--- config.mk ---
export PLATFORM = sky130hd
export DESIGN_NAME = twrs_slave
export DESIGN_NICKNAME = d
export VERILOG_FILES = /design/src/twrs_sync2.v /design/src/twrs_slave.v
export VERILOG_INCLUDE_DIRS = /design/src /design/src/include
export SDC_FILE = /design/constraint.sdc
export NUM_CORES = 1
export LEC_CHECK = 0
export CORE_UTILIZATION = 66
export CTS_BUF_LIST = sky130_fd_sc_hd__clkbuf_8
export DETAILED_ROUTE_END_ITERATION = 10
export DONT_BUFFER_PORTS = 1
export GPL_TIMING_DRIVEN = 0
export HOLD_SLACK_MARGIN = 0.08
export PLACE_DENSITY_LB_ADDON = 0.05
export SLEW_MARGIN = 25
export SYNTH_ARGS = -nofsm -noshare
export SYNTH_HDL_FRONTEND = slang
export SYNTH_SLANG_ARGS = --single-unit
--- constraint.sdc ---
create_clock -name MCLK_IN -period 2.3 [get_ports MCLK_IN]
set_input_delay 0.23 -clock MCLK_IN [delete_from_list [all_inputs] [get_ports MCLK_IN]]
set_output_delay 0.23 -clock MCLK_IN [all_outputs]
set_load 0.01 [all_outputs]
--- src/include/twrs_regs.vh ---
`ifndef TWRS_REGS_VH
`define TWRS_REGS_VH

// Bus address answered by the two-wire port.
`define TWRS_DEV_ADDR       7'h11

// Register addresses seen on the two-wire port.
`define TWRS_WRITE_DATA     8'h01
`define TWRS_READ_BYTE      8'h7F
`define TWRS_READ_WORD      8'h80

// Field widths and positions.
`define TWRS_PRESS_W        3
`define TWRS_DIR_BIT        0

// Reset values.
`define TWRS_WRITE_DATA_RST 8'h00

// Direction flag values in bit 0 of the address byte.
`define TWRS_DIR_WRITE      1'b0
`define TWRS_DIR_READ       1'b1

`endif

--- src/twrs_sync2.v ---
`timescale 1ns/1ps
// Two-flop synchroniser, one stage pair per bit.
module twrs_sync2 #(
    parameter WIDTH = 2
) (
    // Clock and reset.
    input  wire             clk_in,
    input  wire             rst_in,
    // Asynchronous levels in, synchronised levels out.
    input  wire [WIDTH-1:0] async_in,
    output wire [WIDTH-1:0] sync_out
);

    genvar i;

    ////////////////////////////////////////////////////////////////
    // Each bit passes two flops; only the second flop reads the first.
    generate
        for (i = 0; i < WIDTH; i = i + 1) begin : g_bit
            reg meta_reg;
            reg stable_reg;
            always @(posedge clk_in) begin
                if (rst_in) begin
                    meta_reg   <= 1'b1;
                    stable_reg <= 1'b1;
                end else begin
                    meta_reg   <= async_in[i];
                    stable_reg <= meta_reg;
                end
            end
            assign sync_out[i] = stable_reg;
        end
    endgenerate

endmodule

--- src/twrs_slave.v ---
`timescale 1ns/1ps
`include "twrs_regs.vh"

module twrs_slave (
    // Clock and reset.
    input  wire        MCLK_IN,
    input  wire        SYS_RST_IN,
    // Factory port selection strap.
    input  wire        PORT_EN_IN,
    // Two-wire pins; the data line is open drain.
    input  wire        SCL_IN,
    input  wire        SDA_IN,
    output reg         SDA_OUT,
    output reg         SDA_OE_OUT,
    // Values presented to the master on reads.
    input  wire [2:0]  PRESS_BITS_IN,
    input  wire [15:0] READ_WORD_IN,
    // Register writes towards the rest of the device.
    output reg         REG_WR_STB_OUT,
    output reg  [7:0]  REG_ADDR_OUT,
    output reg  [7:0]  REG_WDATA_OUT,
    output reg         REG_BYTE_IDX_OUT,
    output reg  [7:0]  WRITE_DATA_OUT,
    // Status.
    output reg         BUSY_OUT
);

    localparam [3:0] ST_IDLE     = 4'h0;
    localparam [3:0] ST_DEV_ADDR = 4'h1;
    localparam [3:0] ST_DEV_ACK  = 4'h2;
    localparam [3:0] ST_REG_ADDR = 4'h3;
    localparam [3:0] ST_REG_ACK  = 4'h4;
    localparam [3:0] ST_WR_DATA  = 4'h5;
    localparam [3:0] ST_WR_ACK   = 4'h6;
    localparam [3:0] ST_RD_DATA  = 4'h7;
    localparam [3:0] ST_RD_ACK   = 4'h8;
    localparam [3:0] ST_IGNORE   = 4'h9;

    wire [2:0]  sync_w;
    wire        scl_s;
    wire        sda_s;
    wire        en_s;
    reg         scl_q_reg;
    reg         sda_q_reg;
    reg  [3:0]  state_reg,  state_next;
    reg  [2:0]  cnt_reg,    cnt_next;
    reg         full_reg,   full_next;
    reg         rose_reg,   rose_next;
    reg  [7:0]  shift_reg,  shift_next;
    reg  [15:0] tx_reg,     tx_next;
    reg         rw_reg,     rw_next;
    reg         nack_reg,   nack_next;
    reg         idx_reg,    idx_next;
    reg  [7:0]  addr_reg,   addr_next;
    reg  [7:0]  wdata_reg,  wdata_next;
    reg         oe_next;
    reg         stb_next;
    wire        scl_rise;
    wire        scl_fall;
    wire        start_ev;
    wire        stop_ev;
    reg  [15:0] rd_val;

    ////////////////////////////////////////////////////////////////
    // Pins are foreign to MCLK, so they pass two flops first. No filter
    // follows: a glitch that survives the flops counts as an edge.
    twrs_sync2 #(
        .WIDTH (3)
    ) u_sync (
        .clk_in   (MCLK_IN),
        .rst_in   (SYS_RST_IN),
        .async_in ({PORT_EN_IN, SDA_IN, SCL_IN}),
        .sync_out (sync_w)
    );

    assign scl_s = sync_w[0];
    assign sda_s = sync_w[1];
    assign en_s  = sync_w[2];

    // Edge and bus condition detection on the synchronised levels.
    assign scl_rise = scl_s & ~scl_q_reg;
    assign scl_fall = ~scl_s & scl_q_reg;
    assign start_ev = scl_s & scl_q_reg & sda_q_reg & ~sda_s;
    assign stop_ev  = scl_s & scl_q_reg & ~sda_q_reg & sda_s;

    ////////////////////////////////////////////////////////////////
    // Read value selected by the register address, MSB byte first.
    always @* begin
        case (addr_reg)
            `TWRS_WRITE_DATA: rd_val = {wdata_reg, 8'h00};
            `TWRS_READ_BYTE:  rd_val = {5'h00, PRESS_BITS_IN, 8'h00};
            `TWRS_READ_WORD:  rd_val = READ_WORD_IN;
            default:          rd_val = 16'h0000;
        endcase
    end

    ////////////////////////////////////////////////////////////////
    // Protocol engine. Bits are taken on clock rise and the data line
    // only changes on clock fall or when the strap goes low, so the master
    // never sees it move while the clock is high unless the strap drops.
    always @* begin
        state_next = state_reg;
        cnt_next   = cnt_reg;
        full_next  = full_reg;
        rose_next  = rose_reg;
        shift_next = shift_reg;
        tx_next    = tx_reg;
        rw_next    = rw_reg;
        nack_next  = nack_reg;
        idx_next   = idx_reg;
        addr_next  = addr_reg;
        wdata_next = wdata_reg;
        oe_next    = SDA_OE_OUT;
        stb_next   = 1'b0;
        if (!en_s) begin
            state_next = ST_IDLE;
            oe_next    = 1'b0;
        end else if (start_ev) begin
            // A start or repeated start restarts address reception.
            state_next = ST_DEV_ADDR;
            cnt_next   = 3'h0;
            full_next  = 1'b0;
            oe_next    = 1'b0;
        end else if (stop_ev) begin
            state_next = ST_IDLE;
            oe_next    = 1'b0;
        end else if (scl_rise) begin
            rose_next = 1'b1;
            case (state_reg)
                ST_DEV_ADDR, ST_REG_ADDR, ST_WR_DATA: begin
                    shift_next = {shift_reg[6:0], sda_s};
                    cnt_next   = cnt_reg + 3'h1;
                    full_next  = (cnt_reg == 3'h7);
                end
                ST_RD_DATA: begin
                    cnt_next  = cnt_reg + 3'h1;
                    full_next = (cnt_reg == 3'h7);
                end
                ST_RD_ACK: begin
                    nack_next = sda_s;
                end
                ST_DEV_ACK, ST_REG_ACK, ST_WR_ACK: begin
                    // Our own acknowledge pulse has risen; the next fall ends it.
                    rose_next = 1'b1;
                end
                default: begin
                    rose_next = rose_reg;
                end
            endcase
        end else if (scl_fall) begin
            case (state_reg)
                ST_DEV_ADDR: begin
                    if (full_reg) begin
                        full_next = 1'b0;
                        rose_next = 1'b0;
                        if (shift_reg[7:1] == `TWRS_DEV_ADDR) begin
                            rw_next    = shift_reg[`TWRS_DIR_BIT];
                            oe_next    = 1'b1;
                            state_next = ST_DEV_ACK;
                        end else begin
                            state_next = ST_IGNORE;
                        end
                    end
                end
                ST_DEV_ACK: begin
                    if (rose_reg) begin
                        cnt_next = 3'h0;
                        if (rw_reg == `TWRS_DIR_READ) begin
                            // Snapshot the value so it cannot tear mid byte.
                            tx_next    = rd_val;
                            oe_next    = ~rd_val[15];
                            state_next = ST_RD_DATA;
                        end else begin
                            oe_next    = 1'b0;
                            state_next = ST_REG_ADDR;
                        end
                    end
                end
                ST_REG_ADDR: begin
                    if (full_reg) begin
                        full_next  = 1'b0;
                        rose_next  = 1'b0;
                        addr_next  = shift_reg;
                        idx_next   = 1'b0;
                        oe_next    = 1'b1;
                        state_next = ST_REG_ACK;
                    end
                end
                ST_WR_DATA: begin
                    if (full_reg) begin
                        full_next  = 1'b0;
                        rose_next  = 1'b0;
                        stb_next   = 1'b1;
                        oe_next    = 1'b1;
                        state_next = ST_WR_ACK;
                        if (addr_reg == `TWRS_WRITE_DATA && !idx_reg) begin
                            wdata_next = shift_reg;
                        end
                    end
                end
                ST_REG_ACK, ST_WR_ACK: begin
                    if (rose_reg) begin
                        oe_next    = 1'b0;
                        cnt_next   = 3'h0;
                        state_next = ST_WR_DATA;
                        if (state_reg == ST_WR_ACK) begin
                            idx_next = ~idx_reg;
                        end
                    end
                end
                ST_RD_DATA: begin
                    tx_next = {tx_reg[14:0], 1'b0};
                    if (full_reg) begin
                        // Release the line for the master's answer.
                        full_next  = 1'b0;
                        rose_next  = 1'b0;
                        oe_next    = 1'b0;
                        state_next = ST_RD_ACK;
                    end else begin
                        oe_next = ~tx_reg[14];
                    end
                end
                ST_RD_ACK: begin
                    if (rose_reg) begin
                        cnt_next = 3'h0;
                        if (nack_reg) begin
                            state_next = ST_IGNORE;
                            oe_next    = 1'b0;
                        end else begin
                            state_next = ST_RD_DATA;
                            oe_next    = ~tx_reg[15];
                        end
                    end
                end
                default: begin
                    oe_next = 1'b0;
                end
            endcase
        end
    end

    ////////////////////////////////////////////////////////////////
    // State and output flops. The data line output is held at zero, so
    // enabling it can only pull low.
    always @(posedge MCLK_IN) begin
        if (SYS_RST_IN) begin
            scl_q_reg        <= 1'b1;
            sda_q_reg        <= 1'b1;
            state_reg        <= ST_IDLE;
            cnt_reg          <= 3'h0;
            full_reg         <= 1'b0;
            rose_reg         <= 1'b0;
            shift_reg        <= 8'h00;
            tx_reg           <= 16'h0000;
            rw_reg           <= 1'b0;
            nack_reg         <= 1'b0;
            idx_reg          <= 1'b0;
            addr_reg         <= 8'h00;
            wdata_reg        <= `TWRS_WRITE_DATA_RST;
            SDA_OUT          <= 1'b0;
            SDA_OE_OUT       <= 1'b0;
            REG_WR_STB_OUT   <= 1'b0;
            REG_ADDR_OUT     <= 8'h00;
            REG_WDATA_OUT    <= 8'h00;
            REG_BYTE_IDX_OUT <= 1'b0;
            WRITE_DATA_OUT   <= `TWRS_WRITE_DATA_RST;
            BUSY_OUT         <= 1'b0;
        end else begin
            scl_q_reg        <= scl_s;
            sda_q_reg        <= sda_s;
            state_reg        <= state_next;
            cnt_reg          <= cnt_next;
            full_reg         <= full_next;
            rose_reg         <= rose_next;
            shift_reg        <= shift_next;
            tx_reg           <= tx_next;
            rw_reg           <= rw_next;
            nack_reg         <= nack_next;
            idx_reg          <= idx_next;
            addr_reg         <= addr_next;
            wdata_reg        <= wdata_next;
            SDA_OUT          <= 1'b0;
            SDA_OE_OUT       <= oe_next;
            REG_WR_STB_OUT   <= stb_next;
            REG_ADDR_OUT     <= addr_reg;
            REG_WDATA_OUT    <= shift_reg;
            REG_BYTE_IDX_OUT <= idx_reg;
            WRITE_DATA_OUT   <= wdata_next;
            BUSY_OUT         <= (state_next != ST_IDLE) && (state_next != ST_IGNORE);
        end
    end

endmodule

==> impl_metrics.toml <==
[status]
status = "finished clean"

[worst_setup_path]
critPathMaxFanout = 10
critPathBufInv = 2
worstSetupEndpointType = "register"
r2r-end = "tx_reg[2]"
required_ns = 2.52
startpoint = "u_sync.g_bit[1].stable_reg"
worstSetupPathType = "reg2reg"
r2r-start = "u_sync.g_bit[1].stable_reg"
crit_arrival_ns = 2.36
cp_slowest_cell = "dfxtp_1"
crit_path_max_incr_delay_ns = 0.45
crit_end = "tx_reg[2]"
crit_family = "simple AND/OR/NAND/NOR gates"
crit_cells = 8
crit_path_start_kind = "register"
r2r_slack_ns = 0.16
crit_chain = "xor2_1, a21oi_4, nand3_2, or3_1, buf_2, buf_6, a221oi_2, nor3_1"
r2r_cells = 8

[logic_synthesis]
synth_compound_area_frac = 0.154
netlist_area_mm2 = 0.00369
synth_fa_ha_area_frac = 0.0204
ys_top_cells_by_area = "dfxtp_1, mux2i_1, nor2_1, nor2b_1, a221oi_2"
yosysTopAreaCell = "dfxtp_1"
synthSimpleGateAreaFrac = 0.268
synth_xor_area_frac = 0.00713
ys_ff_latch = 80
synth-seq-area-share = 0.434
synth_cell_types = 61
synthMuxAreaShare = 0.0737
synth_top_family_by_area = "simple AND/OR/NAND/NOR gates"
synthCells = 389
synth_top_area_share = 0.434
synth_ff_type = "dfxtp_1"
synth_nets = 419
synth_area_per_cell_um2 = 9.48
ys_warn_count = 0
ys_async_sr_fraction = 0
synth_edf_count = 0

[power_and_ir_drop]
power.total_mw = 2.71
max-vdd-ir-drop_mv = 0.986
leakage_nw = 1.63
power.density_mw_per_mm2 = 663

[routing]
drtIter0Drc = 232
wl_um = 8640
vias_per_cell = 6.08
postRouteAntennaNets = 0
drc = 0
dr.pass1.iters = 5
via_count = 2930
post_drt_wl_per_cell_um = 17.9

[timing]
slew_violations = 0
period_share = 0.930
tns_ns = 0
finClkSkew_ns = 0.0120
setup-violations-final = 0
fmax_mhz = 467
rsz0062_at_grt = "false"
period_needed_ns = 2.14
maxSlewHeadroom = 0.610
hold_viol = 0
worst_slew_pin_slew_ns = 0.577

[clock_network]
cts_root_buf = "clkbuf_8"
cts_tree = "done"
htreeDepth = 3
cts_made_buffers = 9
ctsLongestPathBuffers = 2
cts_num_sinks = 80
clk_pin_slew_worst_paths_ns = 0.08
clock_latency_ns = 0.36

[floorplan]
io_pins = 53
core_mm2 = 0.00524
die_width_um = 76.7
die_y_um = 76.7
die_area_mm2 = 0.00589
initial_core_util = 0.704
num_rows = 26

[finish]
largest_reg_flops = 16
design_area_mm2 = 0.00409
nets = 437
drive_gt1_frac = 0.158
area_growth_pct = 10.9
n_antenna_cell = 0

[worst_hold_path]
holdCritPathClass = "in2reg"
hp-start = "READ_WORD_IN[3]"

[grt]
grt_pass1_wl_um = 14700
antenna_found_initial = 0
grt_pass1_vias = 2907
grt_max_degree = 16
grtUsageTotal = 0.320
overflow = 0

[placed_design]
hpwl_um = 5960
port_buffers = 0
gp_congestion = 0.957
place_area_mm2 = 0.00377

[run]
max_cap_violations = 0
## kinds of logic (layout without fill, tap and decap cells)
logic type	Yosys count	after routing
muxes	27	27
adders and majority gates	6	6
xor gates and xnor gates	3	3
DFF	80	80
AOI/OAI and AO/OA	66	66
other	1	1
and+or+nand+nor	174	174
buffers and inverters	32	55
## through the flow
step	util	cells	setup slack, ns	hold WS [ns]
5_1_grt	0.781	482	0.0218	0.0936
2_1_floorplan	-	389	0.356	0.334
3_5_place_dp	0.720	459	0.0608	0.337
4_1_cts	0.777	481	0.0237	0.0849
6_report	0.781	482	0.160	0.0802
3_3_place_gp	0.720	459	0.102	0.334
## synth_stat cells, types with 2 or more instances
library cell and n:
a221oi_2 8, a21oi_1 11, clkbuf_1 13, o21ai_0 3, a211oi_1 4, o21ai_1 2, mux2i_1 26, nor3_4 2
a22o_1 13, buf_4 3, nand2b_1 3, ha_1 6, xor2_1 3, a31oi_1 2, buf_2 9, a221oi_1 7
nand4_1 6, and3_1 3, nor3_1 18, and2_1 4, nor2_1 63, o21bai_1 3, or3_1 3, nand3b_1 2
dfxtp_1 80, o211ai_1 2, nor3b_1 4, nand3_1 5, nand4b_1 2, or2_2 8, nand2_1 12, nor2b_1 25
inv_1 6
## area by class of cell
| class | count | area (µm²) |
|---|---|---|
| plain buffers | 26 | 128 |
| clock buffers | 10 | 138 |
| clock inverters | 6 | 97.6 |
| fillers | 372 | 1150 |
| inverters | 6 | 22.5 |
| multi-input cells | 277 | 1950 |
| flip-flops and latches | 80 | 1600 |
| well taps | 70 | 87.6 |
| repair buffers | 7 | 67.6 |
## how the worst min path moves through the flow
stage / endpoint / slack [ns] / cells past startpoint
4_1_cts: tx_reg[3] / 0.08 / 2
2_1_floorplan: u_sync.g_bit[0].meta_reg / 0.33 / 1
3_5_place_dp: u_sync.g_bit[2].meta_reg / 0.34 / 1
3_3_place_gp: u_sync.g_bit[1].meta_reg / 0.33 / 1
6_report: tx_reg[3] / 0.08 / 2
5_1_grt: tx_reg[7] / 0.09 / 2
## per-layer routing
| layer | routed length, µm | share of wire | global-route usage | up-vias |
|---|---|---|---|---|
| li1 | - | - | - | 1429 |
| met1 | 3920 | 0.45 | 0.410 | 1381 |
| met2 | 4070 | 0.47 | 0.521 | 105 |
| met3 | 509 | 0.059 | 0.0869 | 15 |
| met4 | 138 | 0.016 | 0.102 | 0 |
| met5 | 0 | 0 | 0 | - |
## where the power goes
group	internal (mW)	total (mW)	switching (mW)
Clock	0.658	1.20	0.547
Combinational	0.0385	0.106	0.0675
Sequential	1.39	1.40	0.00771
Total	2.09	2.71	0.622
## cell usage in the layout (no fill, tap or decap), types with 10 or more instances in the layout
cell	synthesis	final
a21oi_1	11	11
a22o_1	13	13
dfxtp_1	80	80
nor3_1	18	18
clkbuf_1	13	13
nor2_1	63	63
nor2b_1	25	24
mux2i_1	26	26
nand2_1	12	12
clkbuf_8	0	10
## worst reg2reg max path: stages (launching register included)
cell and delay, ns:
dfxtp_1 0.45, xor2_1 0.15, a21oi_4 0.26, nand3_2 0.16, or3_1 0.37, buf_2 0.17
buf_6 0.16, a221oi_2 0.21, nor3_1 0.07
## repair_timing
item / 4_1_cts / 5_1_grt
resized for setup: 0 / 4
endpoints found under the setup margin: 0 / 21
setup buffers: 0 / 1
endpoints found under the hold margin: 6 / 0
hold buffers: 6 / 0
Note: power is estimated with default switching activity, not from simulation.
